## src/shared/host_pin_pkg.sv

```systemverilog
/*
  constants, state codes and sync bit layout for the host pin and
  configuration rom block.
  assumes a 100 MHz system clock and a microwire style 16-bit serial rom.
*/
package host_pin_pkg;
  localparam int CLK_PERIOD_NS = 10;
  localparam int SK_SLOW_NS = 4000;
  localparam int SK_FAST_NS = 800;
  localparam logic [8:0] SK_SLOW_HALF = 9'(SK_SLOW_NS / CLK_PERIOD_NS / 2);
  localparam logic [8:0] SK_FAST_HALF = 9'(SK_FAST_NS / CLK_PERIOD_NS / 2);
  localparam logic [8:0] SYNC_SETTLE = 9'h003;
  localparam logic [1:0] SPEED_FAST = 2'h0;
  localparam logic [1:0] SPEED_SLOW = 2'h3;
  localparam logic [2:0] ROM_READ_OP = 3'h6;
  localparam int ROM_ADDR_W = 6;
  localparam int CMD_W = 9;
  localparam int WORD_W = 16;
  localparam logic [4:0] CMD_LAST = 5'h08;
  localparam logic [4:0] DATA_LAST = 5'h10;
  localparam logic [5:0] CFG_LAST_WORD = 6'h07;
  localparam logic [1:0] WIDTH_8 = 2'h0;
  localparam logic [1:0] WIDTH_16 = 2'h1;
  localparam logic [1:0] WIDTH_32 = 2'h2;
  // synchronised pin bundle layout
  localparam int SY_W = 22;
  localparam int SY_EN = 21;
  localparam int SY_DIN = 20;
  localparam int SY_DIR = 19;
  localparam int SY_AEN = 18;
  localparam int SY_ADS = 17;
  localparam int SY_PD = 16;
  localparam int SY_W32 = 15;
  localparam int SY_ADDR_HI = 14;
  typedef enum logic [2:0] {
    ST_WAIT = 3'h0,
    ST_CMD = 3'h1,
    ST_DATA = 3'h3,
    ST_NEXT = 3'h2,
    ST_READY = 3'h6,
    ST_DOWN = 3'h7,
    ST_STRAP = 3'h4
  } state_e;
endpackage

```

## src/host_pin_ctrl.sv

```systemverilog
/*
  host bus pin front end and serial configuration rom loader.
  assumes host bus strobe logic on sys_clk_in issues host_req_in, and that
  address, direction and qualifier pins are stable three cycles before it.
*/
module host_pin_ctrl (
  input wire logic sys_clk_in,
  input wire logic hardware_reset_n_in,
  input wire logic cfg_rom_enable_strap_in,
  input wire logic cfg_rom_data_in_in,
  input wire logic sync_write_read_dir_in,
  input wire logic address_qualifier_n_in,
  input wire logic address_latch_strobe_n_in,
  input wire logic full_chip_powerdown_n_in,
  input wire logic bus_32bit_strap_in,
  input wire logic [15:1] addr_in,
  input wire logic latch_mode_in,
  input wire logic [1:0] onchip_bus_speed_control_in,
  input wire logic host_req_in,
  output logic cfg_rom_serial_clock_out,
  output logic cfg_rom_select_out,
  output logic cfg_rom_data_out_out,
  output logic [15:0] cfg_word_out,
  output logic [5:0] cfg_word_index_out,
  output logic cfg_word_valid_out,
  output logic [1:0] bus_width_out,
  output logic cfg_done_out,
  output logic powerdown_out,
  output logic acc_valid_out,
  output logic acc_write_out,
  output logic [15:1] acc_addr_out
);
  typedef struct packed {
    host_pin_pkg::state_e st;
    logic [host_pin_pkg::SY_W-1:0] s1;
    logic [host_pin_pkg::SY_W-1:0] s2;
    logic ads_prev;
    logic [8:0] div;
    logic sk;
    logic cs;
    logic dout;
    logic [host_pin_pkg::CMD_W-1:0] cmd;
    logic [4:0] bitc;
    logic [5:0] idx;
    logic [15:0] shreg;
    logic [15:0] word;
    logic word_vld;
    logic [1:0] width;
    logic [15:1] lat_addr;
    logic lat_aen_n;
    logic done;
    logic acc_vld;
    logic acc_wr;
    logic [15:1] acc_addr;
  } state_s;

  state_s q, d;

  // speeds other than the two given fall back to the slow, always safe clock
  function automatic logic [8:0] half_count(input logic [1:0] speed);
    half_count = (speed == host_pin_pkg::SPEED_FAST) ? host_pin_pkg::SK_FAST_HALF
                                                    : host_pin_pkg::SK_SLOW_HALF;
  endfunction

  function automatic logic [host_pin_pkg::CMD_W-1:0] read_cmd(input logic [5:0] a);
    read_cmd = {host_pin_pkg::ROM_READ_OP, a};
  endfunction

  logic en_s, din_s, dir_s, aen_s, ads_s, pd_s, w32_s;
  logic [15:1] addr_s;
  logic aen_eff;
  logic [15:1] addr_eff;
  logic [8:0] half;
  assign en_s = q.s2[host_pin_pkg::SY_EN];
  assign din_s = q.s2[host_pin_pkg::SY_DIN];
  assign dir_s = q.s2[host_pin_pkg::SY_DIR];
  assign aen_s = q.s2[host_pin_pkg::SY_AEN];
  assign ads_s = q.s2[host_pin_pkg::SY_ADS];
  assign pd_s = q.s2[host_pin_pkg::SY_PD];
  assign w32_s = q.s2[host_pin_pkg::SY_W32];
  assign addr_s = q.s2[host_pin_pkg::SY_ADDR_HI:0];
  assign aen_eff = latch_mode_in ? q.lat_aen_n : aen_s;
  assign addr_eff = latch_mode_in ? q.lat_addr : addr_s;
  assign half = half_count(onchip_bus_speed_control_in);

  always_comb begin
    d = q;
    d.s1 = {cfg_rom_enable_strap_in, cfg_rom_data_in_in, sync_write_read_dir_in,
            address_qualifier_n_in, address_latch_strobe_n_in, full_chip_powerdown_n_in,
            bus_32bit_strap_in, addr_in};
    d.s2 = q.s1;
    d.ads_prev = ads_s;
    d.word_vld = 1'b0;
    d.acc_vld = 1'b0;
    if (ads_s && !q.ads_prev) begin
      d.lat_addr = addr_s;
      d.lat_aen_n = aen_s;
    end
    if (host_req_in && q.st == host_pin_pkg::ST_READY && !aen_eff) begin
      d.acc_vld = 1'b1;
      d.acc_wr = dir_s;
      d.acc_addr = addr_eff;
    end
    unique case (q.st)
      host_pin_pkg::ST_WAIT: begin
        d.div = q.div + 9'h001;
        if (q.div == host_pin_pkg::SYNC_SETTLE) begin
          d.div = 9'h000;
          if (en_s) begin
            d.st = host_pin_pkg::ST_CMD;
            d.idx = 6'h00;
            d.cmd = read_cmd(6'h00);
            d.dout = 1'b1;
            d.cs = 1'b1;
            d.sk = 1'b0;
            d.bitc = 5'h00;
          end else begin
            d.st = host_pin_pkg::ST_STRAP;
          end
        end
      end
      host_pin_pkg::ST_STRAP: begin
        d.width = w32_s ? host_pin_pkg::WIDTH_32 : (din_s ? host_pin_pkg::WIDTH_16 : host_pin_pkg::WIDTH_8);
        d.done = 1'b1;
        d.st = host_pin_pkg::ST_READY;
      end
      host_pin_pkg::ST_CMD, host_pin_pkg::ST_DATA: begin
        if (q.div >= half - 9'h001) begin
          d.div = 9'h000;
          d.sk = ~q.sk;
          if (!q.sk) begin
            d.bitc = q.bitc + 5'h01;
            if (q.st == host_pin_pkg::ST_CMD) begin
              if (q.bitc == host_pin_pkg::CMD_LAST) begin
                d.st = host_pin_pkg::ST_DATA;
                d.bitc = 5'h00;
              end
            end else begin
              d.shreg = {q.shreg[14:0], din_s};
              if (q.bitc == host_pin_pkg::DATA_LAST) begin
                d.word = {q.shreg[14:0], din_s};
                d.word_vld = 1'b1;
                d.st = host_pin_pkg::ST_NEXT;
                d.sk = 1'b0;
                d.cs = 1'b0;
                d.dout = 1'b0;
              end
            end
          end else if (q.st == host_pin_pkg::ST_CMD) begin
            d.cmd = {q.cmd[host_pin_pkg::CMD_W-2:0], 1'b0};
            d.dout = q.cmd[host_pin_pkg::CMD_W-2];
          end else begin
            d.dout = 1'b0;
          end
        end else begin
          d.div = q.div + 9'h001;
        end
      end
      host_pin_pkg::ST_NEXT: begin
        d.div = q.div + 9'h001;
        if (q.div >= half - 9'h001) begin
          d.div = 9'h000;
          if (q.idx == host_pin_pkg::CFG_LAST_WORD) begin
            d.st = host_pin_pkg::ST_READY;
            d.width = w32_s ? host_pin_pkg::WIDTH_32 : host_pin_pkg::WIDTH_16;
            d.done = 1'b1;
          end else begin
            d.idx = q.idx + 6'h01;
            d.cmd = read_cmd(q.idx + 6'h01);
            d.dout = 1'b1;
            d.cs = 1'b1;
            d.bitc = 5'h00;
            d.st = host_pin_pkg::ST_CMD;
          end
        end
      end
      host_pin_pkg::ST_READY: begin
      end
      host_pin_pkg::ST_DOWN: begin
        if (pd_s) begin
          d.st = host_pin_pkg::ST_WAIT;
          d.div = 9'h000;
        end
      end
      default: d.st = host_pin_pkg::ST_WAIT;
    endcase
    // configuration is lost in power-down; reload follows on wake
    if (q.st != host_pin_pkg::ST_WAIT && q.st != host_pin_pkg::ST_DOWN && !pd_s) begin
      d.st = host_pin_pkg::ST_DOWN;
      d.sk = 1'b0;
      d.cs = 1'b0;
      d.dout = 1'b0;
      d.done = 1'b0;
      d.acc_vld = 1'b0;
      d.word_vld = 1'b0;
    end
  end

  always_ff @(posedge sys_clk_in or negedge hardware_reset_n_in) begin
    if (!hardware_reset_n_in) begin
      q <= '0;
      // strobe and qualifier start at their idle high level: no false latch edge after reset
      q.s1[host_pin_pkg::SY_ADS] <= 1'b1;
      q.s2[host_pin_pkg::SY_ADS] <= 1'b1;
      q.s1[host_pin_pkg::SY_AEN] <= 1'b1;
      q.s2[host_pin_pkg::SY_AEN] <= 1'b1;
      q.ads_prev <= 1'b1;
      q.lat_aen_n <= 1'b1;
    end else begin
      q <= d;
    end
  end

  assign cfg_rom_serial_clock_out = q.sk;
  assign cfg_rom_select_out = q.cs;
  assign cfg_rom_data_out_out = q.dout;
  assign cfg_word_out = q.word;
  assign cfg_word_index_out = q.idx;
  assign cfg_word_valid_out = q.word_vld;
  assign bus_width_out = q.width;
  assign cfg_done_out = q.done;
  assign powerdown_out = (q.st == host_pin_pkg::ST_DOWN);
  assign acc_valid_out = q.acc_vld;
  assign acc_write_out = q.acc_wr;
  assign acc_addr_out = q.acc_addr;
endmodule

```

## config.mk

```make
export PLATFORM = sky130hd
export DESIGN_NAME = host_pin_ctrl
export DESIGN_NICKNAME = d
export VERILOG_FILES = /design/src/shared/host_pin_pkg.sv /design/src/host_pin_ctrl.sv
export SDC_FILE = /design/constraint.sdc
export NUM_CORES = 1
export LEC_CHECK = 0
export BUFFER_PORTS_ARGS = -buffer_cell sky130_fd_sc_hd__buf_2
export CORE_MARGIN = 10
export CORE_UTILIZATION = 26
export CTS_CLUSTER_DIAMETER = 100
export CTS_CLUSTER_SIZE = 14
export DETAILED_ROUTE_END_ITERATION = 12
export MAX_ROUTING_LAYER = met4
export PLACE_DENSITY = 0.42
export SKIP_LAST_GASP = 1
export SYNTH_ARGS = -nofsm -noshare
export SYNTH_HDL_FRONTEND = slang
export SYNTH_SLANG_ARGS = --single-unit
```

## constraint.sdc

```tcl
create_clock -name sys_clk_in -period 3.3 [get_ports sys_clk_in]
set_input_delay 0.66 -clock sys_clk_in [delete_from_list [all_inputs] [get_ports sys_clk_in]]
set_output_delay 0.66 -clock sys_clk_in [all_outputs]
set_load 0.05 [all_outputs]
```

Yosys cells after proc, flatten, opt, wreduce, memory -nomap -nowiden
Cells that the tools add are included.

Output and inout port bits: 47. Flip-flop bits (word level): 147. Bits in read-only memories: 0. Memories: 0. RAM bits: 0. Latch bits: 0.

Equal/unequal tests: 36. Magnitude comparators: 1. Divide/modulo/power cells: 0. Muxes and demuxes: 54. Bitwise logic cells: 2. Shift operators: 0. Multipliers: 0. Reduce and logical (&&, ||, !) cells: 32. Add/sub/neg operators: 4.

Operators with widths (number): $pmux 16 s3 (1); $mux 22 (2); $mux 3 (14); $mux 9 (4); $mux 17 (2); $mux 32 (1); $ne 3x3->1 const B (10); $pmux 9 s3 (1); $reduce_and 8->1 (3); $mux 23 (1); $ne 2x2->1 const B (9); $pmux 3 s6 (1); $ne 4x4->1 const B (4); $mux 15 (1); $mux 5 (3); $reduce_bool 3->1 (5); $mux 1 (12); $mux 2 (6); $pmux 6 s2 (1); $reduce_and 5->1 (2); $add 9x1->9 const B (1); $eq 3x3->1 const B (3); $eq 9x2->1 const B (1); $ge 9x9->1 (1); other kinds (27) (40).

Logic depth before layout (Yosys ltp)
Gate-level depths: netlist of the first run.

Depth in word-level cells: 7. Gate-level depth with buffers: 9.

Worst setup path after synthesis of the first run
Ideal clock, no wire load.

Path kind: input port to flip-flop. Start: input onchip_bus_speed_control_in[1]. End: register q[81] (netlist bit). Library setup time: 0.125 ns. Path buffers: 1. Path slack: 0.605 ns. Data required time: 3.175 ns. Stages on the path: 8. Arrival time: 2.570 ns. Cell sequence: or2_1 > ha_1 > and2_4 > a221oi_4 > buf_6 > a21oi_1 > o21ai_4 > mux2_2.

Cells in the longest elaborated chain, start to end: 6. Elaborated cells on any way between the ends: 7. Those cells by class: add/sub (1); order compare (1); eq/ne (2); mux (1); reduce/logical (2).

Ends and longest elaborated chain: start, declared (line host_pin_ctrl.sv:18) `input wire logic [1:0] onchip_bus_speed_control_in,`; $logic_not 2->1 * (line host_pin_ctrl.sv:61) `half_count = (speed == host_pin_pkg::SPEED_FAST) ? host_pin_pkg::SK_FAST_HALF`; $mux 8 * (line host_pin_ctrl.sv:61); $sub 8x1->9 * (line host_pin_ctrl.sv:128, host_pin_ctrl.sv:161); $ge 9x9->1 * (line host_pin_ctrl.sv:128, host_pin_ctrl.sv:161); $ne 2x2->1 (no line); $reduce_and 8->1 (no line) *; end, declared (line host_pin_ctrl.sv:57) `state_s q, d;`.

Every way passes the cells marked *; elsewhere a longest branch is shown, timed or not. A chain may end at the register's enable or synchronous reset.

Worst setup path after layout of the first run
Start: register q[147] (netlist bit). End: output powerdown_out.

Cells in the longest elaborated chain, start to end: 1.

Ends and longest elaborated chain: $eq 3x3->1 (line host_pin_ctrl.sv:222) `assign powerdown_out = (q.st == host_pin_pkg::ST_DOWN);`; end, declared (line host_pin_ctrl.sv:28) `output logic powerdown_out,`.

No other way between the ends.

==> out/metrics.cfg, run 1 <==
[grt]
grt_overflow = 0
antenna_found_initial = 0
global_route.usage.total_pct = 9.682
grt_pass1_vias = 4194
grt_max_degree = 61
grt_pass1_wl_um = 23220

[run]
maxCapViolCount = 0

[worst_setup_path]
reg2reg_to = q[78]
cp-end-kind = output port
reg2reg_from = q[92]
required_ps = 2640
startpoint_type = flip-flop
crit_path_max_fanout = 24
startpoint = q[147]
rr_worst_depth = 8
worst-setup-path-type = flip-flop to output port
worst_ep_arrival_time_ps = 2040
ff2ff_setup_slack_ps = 710

[power]
max-vdd-ir-drop_mv = 0.4128
power_density_mw_per_mm2 = 868.3
p_leak_nw = 3.474
power.total_mw = 6.490

[routing]
drtPass1Iterations = 5
num_vias = 3924
drtIter0Drc = 166
drtAntennaViolNets = 0
avgViaCountPerCell = 4.360
remaining_drc_errors = 0
wl_per_cell_um = 15.45
routed_wl_um = 13910

[sta]
worstMarginPinSlew_ps = 923.1
period_share_pct = 81.86
fin_skew_ps = 8.287
slew_headroom_pct = 38.46
setup_tns_ps = 0
final.min_clock_period_ps = 2701
timing.fmax_mhz = 370.2
rsz0062_at_grt = no
whs_ps = 203.0
report.final.slew_viol_count = 0
hold_viol_final = 0
setup_violations = 0
worst_slack_ps = 598.8

[clock_tree]
cts_tree = yes
cts_sinks = 147
root_buffer = clkbuf_16
clkLatencyLatePin_ps = 420
cts-htree-levels = 4
ctsHoldBuffers = 0
clk_pin_slew_ps = 60
cts_buffer_depth = 2
postCtsSetupBuffers = 0
cts_resized = 0
numCtsBuffers = 17

[logic_synthesis]
synth-edff-count = 0
ys_ff_latch = 147
synth_warnings = 0
syn_nets = 549
yosysTopAreaCellShare_pct = 55.56
synthCells = 516
yosysUniqueCellTypes = 61
syn-cell-area_mm2 = 0.006351
synth_flop_cell = dfrtp_1
ys_seq_area_share_pct = 58.04
synth_area_leaders = dfrtp_1, mux2_2, buf_4, mux2i_1, nor2_1
syn-mean-instance-area_um2 = 12.31
yosys.area.top_type = dfrtp_1
synthArstFlopShare_pct = 100.0

[placement]
place_congestion = 0.8109
placed_area_mm2 = 0.006859
portBuffers = 74
hpwl_um = 9714
place_ws_ps = 275.6

[finish]
area_growth_pct = 17.69
num-nets-final = 596
final_cell_area_mm2 = 0.007475
antenna_cells = 0
drive_gt1_share_pct = 34.20
fillers = 2454

[floorplanning]
io_pins = 75
dieArea_mm2 = 0.03108
num_rows = 57
core_mm2 = 0.02418
die_w_um = 176.3
start_util_pct = 26.27
die_h_um = 176.3

[outcome]
outcome = finished, final reports clean

[min_path]
hold_class = input port to async pin

## worst max-delay path, cell delays in order (launching register included)
cell     delay (ps)
dfrtp_1         810
nand2_1         240
nor2_1          260
buf_2           310
## cell usage in the layout, fill, tap and decap left out, types with 4 or more instances in the layout
master / count
mux2i_1: 20
mux2_2: 50
xor2_1: 4
nor2b_1: 4
nor3_1: 4
clkbuf_16: 17
o31ai_1: 5
o21ai_0: 16
buf_4: 13
xnor2_1: 7
a21oi_1: 31
mux2_4: 9
ha_1: 5
nand3_1: 11
dfstp_2: 6
inv_1: 10
dfrtp_1: 141
buf_2: 73
a21o_1: 7
nand2_1: 30
nor2_1: 45
## stage by stage
step | utilization, % | std cells
finish | 30.92 | 900
global route | 30.92 | 900
CTS | 30.92 | 900
detailed placement | 28.37 | 868
global placement | 28.37 | 868
floorplan | - | 516
## cell type report
type | count | area, um^2 | area share, %
tap | 324 | 405.4 | 5.424
timing repair buffer | 88 | 494.2 | 6.612
inverter | 10 | 37.54 | 0.5022
multi-input combinational | 299 | 2236 | 29.91
clock buffer | 19 | 442.9 | 5.926
sequential | 147 | 3686 | 49.31
clock inverter | 13 | 172.7 | 2.310
## sequential cells by signal, summed over array words and instances (netlist names), 2 cells and up
name	flops
d	22
q	58
bus_width_out	2
acc_addr_out	15
cfg_word_out	16
cfg_word_index_out	6
addr_s	15
## power by group
part	switching (mW)	internal, mW	total, mW
logic	1.34	0.684	2.02
clock network	0.777	1.22	2.00
registers	0.330	2.14	2.47
total	2.45	4.04	6.49
## synth_stat cells, types with 6 or more instances
library cell / n
xnor2_1: 7
o21ai_0: 16
dfstp_2: 6
nand2_1: 30
clkbuf_1: 11
dfrtp_1: 141
inv_1: 10
nand3_1: 11
a21o_1: 7
mux2_4: 9
nor2_1: 45
mux2_2: 50
mux2i_1: 20
buf_4: 39
a21oi_1: 31
## worst max-delay path by stage
stage,endpoint,depth (start not counted)
after floorplan,q[81],8
after global placement,q[76],9
after detailed placement,q[76],9
after CTS,powerdown_out,3
after global routing,powerdown_out,3
final,powerdown_out,3
## routing by layer
metal | share of wire, % | global-route usage [%]
met3 | 6.4 | 3.716
met5 | 0 | -
met4 | 1.4 | 3.426
met2 | 46 | 14.20
met1 | 46 | 11.92
## logic make-up (layout without fill, tap and decap cells)
group | Yosys count | in the layout | share of synthesized area [%]
flip-flops | 147 | 147 | 58.04
AND/OR/NAND/NOR | 118 | 118 | 9.042
AO/OA/AOI/OAI | 86 | 86 | 9.319
multiplexers | 79 | 79 | 14.14
buffers and inverters | 70 | 130 | 6.954
XOR/XNOR | 11 | 11 | 1.517
adder cells (fa/ha/maj) | 5 | 5 | 0.9850
Power figures use the tool's default switching activity.
==> run 2: changes to the inputs <==
clock period = 2.5 ns   (was 3.3 ns; I/O delays follow)
==> run 2 against run 1 <==
Compared with the run above: hold slack lost 120 ps; power grew 34%; core utilization grew 0.94 points; sequential power grew 28%.
==> out/metrics.cfg, run 2 (synthesis results as in run 1) <==
[finish]
area_growth_pct = 21.26  ; was 17.69%
drive_gt1_share_pct = 37.50  ; was 34.20%
antenna_cells = 0  ; unchanged
largest_register_ffs = 58  ; unchanged
num-nets-final = 620  ; was 596
final_core_util_pct = 31.85  ; was 30.92%
fillers = 2405  ; was 2,454
top_register = q  ; unchanged
final_common_cell = dfrtp_1  ; unchanged
most-common-layout-cells = dfrtp_1, buf_2, mux2_2, nor2_1, buf_4  ; was dfrtp_1, buf_2, mux2_2, nor2_1, a21oi_1

[worst_setup_path]
slowest_stage = dfrtp_1  ; unchanged
required_ps = 2790  ; was 2640 ps
crit_path_max_fanout = 6  ; was 24
ff2ff_setup_slack_ps = 160  ; was 710 ps
startpoint = q[92]  ; was q[147]
worst_ep_arrival_time_ps = 2640  ; was 2040 ps
reg2reg_from = q[92]  ; unchanged
startpoint_type = flip-flop  ; unchanged
cp_slowest_stage_delay_ps = 410  ; was 810 ps
worst-setup-path-type = flip-flop to flip-flop  ; was flip-flop to output port
path_cells = ha_1, a211oi_2, nand2_1, a221oi_4, buf_4, buf_4, a31oi_1, o21ai_0, mux2_2  ; was nand2_1, nor2_1, buf_2
cp_common_cell = buf_4
cp-end-kind = flip-flop  ; was output port

[power]
power.total_mw = 8.712  ; was 6.490 mW
p_sw_share_pct = 38.69  ; was 37.68%
power_density_mw_per_mm2 = 1131  ; was 868.3 mW/mm^2
combPwrFrac_pct = 34.9  ; was 31.2%
seqPwrFrac_pct = 36.3  ; was 38.0%
p_sw_mw = 3.371  ; was 2.446 mW
p_leak_nw = 3.610  ; was 3.474 nW
clkPwrFrac_pct = 28.9  ; was 30.8%
max-vdd-ir-drop_mv = 0.5217  ; was 0.4128 mV
p_int_mw = 5.341  ; was 4.045 mW

[routing]
drtPass1Iterations = 5  ; unchanged
num_vias = 4024  ; was 3,924
drtIter0Drc = 237  ; was 166
remaining_drc_errors = 0  ; unchanged
avgViaCountPerCell = 4.355  ; was 4.360
routed_wl_um = 14110  ; was 13,910 um
wl_per_cell_um = 15.27  ; was 15.45 um
drtAntennaViolNets = 0  ; unchanged

[clock_tree]
ctsHoldBuffers = 0  ; unchanged
numCtsBuffers = 17  ; unchanged
cts_sinks = 147  ; unchanged
clkLatencyLatePin_ps = 420  ; about the same
clk_pin_slew_ps = 60  ; about the same
cts_buffer_depth = 2  ; unchanged
cts-htree-levels = 4  ; unchanged
cts_tree = yes  ; unchanged
root_buffer = clkbuf_16  ; unchanged

[grt]
grt_max_degree = 60  ; was 61
grt_pass1_wl_um = 23270  ; was 23,220 um
grt_pass1_vias = 4251  ; was 4,194
grt_overflow = 0  ; unchanged
antenna_found_initial = 0  ; unchanged
global_route.usage.total_pct = 9.657  ; was 9.682%

[floorplanning]
io_pins = 75  ; unchanged
dieArea_mm2 = 0.03108  ; unchanged
core_mm2 = 0.02418  ; unchanged
die_h_um = 176.3  ; unchanged
die_w_um = 176.3  ; unchanged
num_rows = 57  ; unchanged
start_util_pct = 26.27  ; unchanged

[sta]
hold_viol_final = 0  ; unchanged
rsz0062_at_grt = yes  ; was no
timing.fmax_mhz = 426.5
report.final.slew_viol_count = 0  ; unchanged
fin_skew_ps = 10.28  ; was 8.287 ps
worstMarginPinSlew_ps = 591.0  ; was 923.1 ps
slew_headroom_pct = 60.60  ; was 38.46%
setup_tns_ps = 0  ; unchanged
whs_ps = 78.64  ; was 203.0 ps
final.min_clock_period_ps = 2345
setup_violations = 0  ; unchanged
period_share_pct = 93.78

[min_path]
hold_class = input port to async pin  ; unchanged

[placement]
hpwl_um = 10210  ; was 9714 um
portBuffers = 74  ; unchanged
place_congestion = 0.7905  ; was 0.8109

[outcome]
outcome = finished, final reports clean  ; unchanged

[run]
maxCapViolCount = 0  ; unchanged

## run 2: area by class of cell
class | instances | area [um^2] | share of cell area [%]
well taps | 324 | 405.4 | 5.264
flip-flops and latches | 147 | 3686 | 47.86
repair buffers | 112 | 711.9 | 9.245
clock buffers | 17 | 425.4 | 5.524
multi-input cells | 299 | 2275 | 29.54
clock inverters | 15 | 160.2 | 2.080
inverters | 10 | 37.54 | 0.4874
## run 2: metrics by stage
stage,cells,worst slack (ps),cell area [um^2]
CTS,923,75.88,7681
global placement,891,-151.9,7096
floorplan,516,18.69,6377
finish,924,155.5,7701
detailed placement,891,-166.2,7096
global route,924,-20.53,7701
## run 2: path summary, 6_finish.rpt
path / cells past startpoint / end
setup reg to reg: 9 / cfg_rom_select_out
hold / removal: 1 / addr_s[4]
hold reg to reg: 0 / addr_s[12]
setup / recovery: 9 / cfg_rom_select_out
min in group sys_clk_in: 1 / d[119]
max in group asynchronous: 2 / d[107]
## run 2: power groups by stage
stage	logic, mW	registers, mW	clock network, mW
after detailed placement	3.06	3.21	0
after CTS	3.07	3.16	2.61
after floorplan	2.27	3.20	0
after global placement	3.04	3.19	0
final	3.04	3.16	2.52
after global routing	3.32	3.23	2.73
## run 2: critical path: cells and delay by family (launching register included)
kind,cells,cell delay [ps]
AOI/OAI and AO/OA,4,710
and+or+nand+nor,1,140
muxes,1,350
DFF,1,410
buffers and inverters,2,340
adders and majority gates,1,270
## run 2: timing repair
item / 4_1_cts / 5_1_grt
resized for setup: 0 / 2
setup endpoints to repair: 0 / 32
setup buffers: 0 / 1
## run 2: layer usage
metal	wire, um	GRT usage, %	vias to the layer above
met1	6688	12.13	2023
met5	0	-	-
met4	103	3.038	0
li1	-	-	1911
met3	658	2.926	6
met2	6657	14.63	84
==> run 3: changes to the inputs <==
==> constraint.sdc (replaced) <==
create_clock -name sys_clk_in -period 2.5 [get_ports sys_clk_in]
set_input_delay 0.25 -clock sys_clk_in [delete_from_list [all_inputs] [get_ports sys_clk_in]]
set_output_delay 0.25 -clock sys_clk_in [all_outputs]
set_load 0.05 [all_outputs]
==> run 3 against run 2 <==
Compared with the run above: clock power up 6%; critical path depth unchanged; via count up 1.1%; sequential share of layout area down 0.73 points; final area up 1.5%; global-route usage up 0.21 points; clock skew about the same; critical path type unchanged; combinational power down 5%; power up 0.35%; setup slack worse by 36 ps; sequential power about the same.
==> out/metrics.cfg, run 3 (synthesis results as in run 1) <==
[outcome]
outcome = finished, final reports clean  ; unchanged

[finish]
largest_register_ffs = 58  ; unchanged
drive_gt1_share_pct = 34.05  ; was 37.50%
most-common-layout-cells = dfrtp_1, buf_2, mux2_2, nor2_1, a21oi_1  ; was dfrtp_1, buf_2, mux2_2, nor2_1, buf_4
final_cell_area_mm2 = 0.007820  ; was 0.007701 mm^2
area_growth_pct = 23.13  ; was 21.26%
layoutNonFillerInstCount = 932  ; was 924
top_register = q  ; unchanged
num-nets-final = 628  ; was 620
final_core_util_pct = 32.34  ; was 31.85%
final_common_cell = dfrtp_1  ; unchanged
antenna_cells = 0  ; unchanged
fillers = 2431  ; was 2,405

[sta]
final.min_clock_period_ps = 2381  ; was 2345 ps
fin_skew_ps = 9.793  ; was 10.28 ps
setup_violations = 0  ; unchanged
period_share_pct = 95.22  ; was 93.78%
setup_tns_ps = 0  ; unchanged
hold_viol_final = 0  ; unchanged
report.final.slew_viol_count = 0  ; unchanged
worstMarginPinSlew_ps = 650.7  ; was 591.0 ps
rsz0062_at_grt = yes  ; unchanged
whs_ps = 333.5  ; was 78.64 ps
slew_headroom_pct = 56.62  ; was 60.60%
timing.fmax_mhz = 420.1  ; was 426.5 MHz

[clock_tree]
numCtsBuffers = 17  ; unchanged
cts_sinks = 147  ; unchanged
root_buffer = clkbuf_16  ; unchanged
cts_tree = yes  ; unchanged
clkLatencyLatePin_ps = 420  ; about the same
clk_pin_slew_ps = 70  ; was 60 ps
cts_buffer_depth = 2  ; unchanged
cts-htree-levels = 4  ; unchanged

[floorplanning]
core_mm2 = 0.02418  ; unchanged
dieArea_mm2 = 0.03108  ; unchanged
num_rows = 57  ; unchanged
die_h_um = 176.3  ; unchanged
die_w_um = 176.3  ; unchanged
io_pins = 75  ; unchanged
start_util_pct = 26.27  ; unchanged

[routing]
num_vias = 4069  ; was 4,024
avgViaCountPerCell = 4.366  ; was 4.355
wl_per_cell_um = 15.30  ; was 15.27 um
routed_wl_um = 14260  ; was 14,110 um
drtAntennaViolNets = 0  ; unchanged
drtIter0Drc = 252  ; was 237
remaining_drc_errors = 0  ; unchanged
drtPass1Iterations = 5  ; unchanged

[worst_setup_path]
worst-setup-path-type = flip-flop to flip-flop  ; unchanged
worst_ep_arrival_time_ps = 2690  ; was 2640 ps
cp-end-kind = flip-flop  ; unchanged
crit_path_max_fanout = 17  ; was 6
startpoint_type = flip-flop  ; unchanged
startpoint = q[92]  ; unchanged
required_ps = 2810  ; was 2790 ps
reg2reg_from = q[92]  ; unchanged

[min_path]
hold_start = host_req_in
hold_class = input port to flip-flop  ; was input port to async pin

[grt]
grt_overflow = 0  ; unchanged
global_route.usage.total_pct = 9.869  ; was 9.657%
grt_pass1_vias = 4336  ; was 4,251
grt_pass1_wl_um = 23560  ; was 23,270 um
antenna_found_initial = 0  ; unchanged
grt_max_degree = 67  ; was 60

[power]
p_leak_nw = 3.627  ; was 3.610 nW
power_density_mw_per_mm2 = 1118  ; was 1131 mW/mm^2
max-vdd-ir-drop_mv = 0.4849  ; was 0.5217 mV

[placement]
hpwl_um = 9901  ; was 10,210 um
portBuffers = 74  ; unchanged
placed_area_mm2 = 0.006957  ; was 0.007096 mm^2
place_congestion = 0.7878  ; was 0.7905
placed_cells = 876  ; was 891

[run]
maxCapViolCount = 0  ; unchanged

==> run 3: cell types whose count changed in the layout (fill, tap and decap cells not counted), moves of 2 or more <==
| cell | change |
|---|---|
| bufinv_16 | +2 |
| dlygate4sd3_1 | +23 |
| inv_6 | -5 |
| clkinv_4 | +2 |
| mux2_4 | -3 |
| buf_4 | -15 |
| mux2_2 | +3 |
| clkinvlp_4 | +2 |
==> run 3: power by group <==
part / internal, mW / switching [mW]
Clock: 1.62 / 1.05
Sequential: 2.82 / 0.353
Combinational: 1.02 / 1.88
==> run 3: per-stage QoR <==
stage | power (mW) | setup slack (ps)
2_1_floorplan | 5.450 | 202.6
3_3_place_gp | 6.077 | 93.68
3_5_place_dp | 6.115 | 64.21
4_1_cts | 8.865 | 113.7
5_1_grt | 9.281 | -29.94
6_report | 8.742 | 119.5
==> run 3: routing by layer <==
layer | global-route usage (%) | share of wire (%) | wire (um) | vias up
li1 | - | - | - | 1927
met1 | 11.89 | 46 | 6596 | 2041
met2 | 14.95 | 46 | 6594 | 86
met3 | 3.652 | 6.3 | 891 | 15
met4 | 3.391 | 1.2 | 174 | 0
met5 | - | 0 | 0 | -
==> run 3: final timing paths <==
path                                     to  slack, ps  cells after the start
max                        cfg_word_out[12]        120                      9
min                           acc_write_out        330                      4
max reg2reg                cfg_word_out[12]        120                      9
min reg2reg                      addr_s[13]        340                      0
max in group asynchronous            d[120]       1320                      3
min in group asynchronous            d[105]        410                      2
==> run 3: layout make-up <==
| type | count | area (um^2) | area share, % |
|---|---|---|---|
| repair buffers | 120 | 829.5 | 10.61 |
| well taps | 324 | 405.4 | 5.184 |
| clock buffers | 19 | 442.9 | 5.664 |
| clock inverters | 13 | 176.4 | 2.256 |
| multi-input cells | 299 | 2242 | 28.67 |
| inverters | 10 | 37.54 | 0.4800 |
| flip-flops and latches | 147 | 3686 | 47.14 |
==> run 3: critical path: stages (launching register included) <==
cell and delay [ps]:
dfrtp_1 410, ha_1 260, a211oi_2 220, nand2_1 130
a221oi_4 370, buf_4 180, nor4_4 40, and2_1 200
buf_12 160, mux2_4 300
==> run 3: timing repair <==
item,CTS,global route
setup buffers,0,1
hold buffers,23,0
setup endpoints to repair,0,8
gates resized for setup,0,1
hold endpoints to repair,83,0
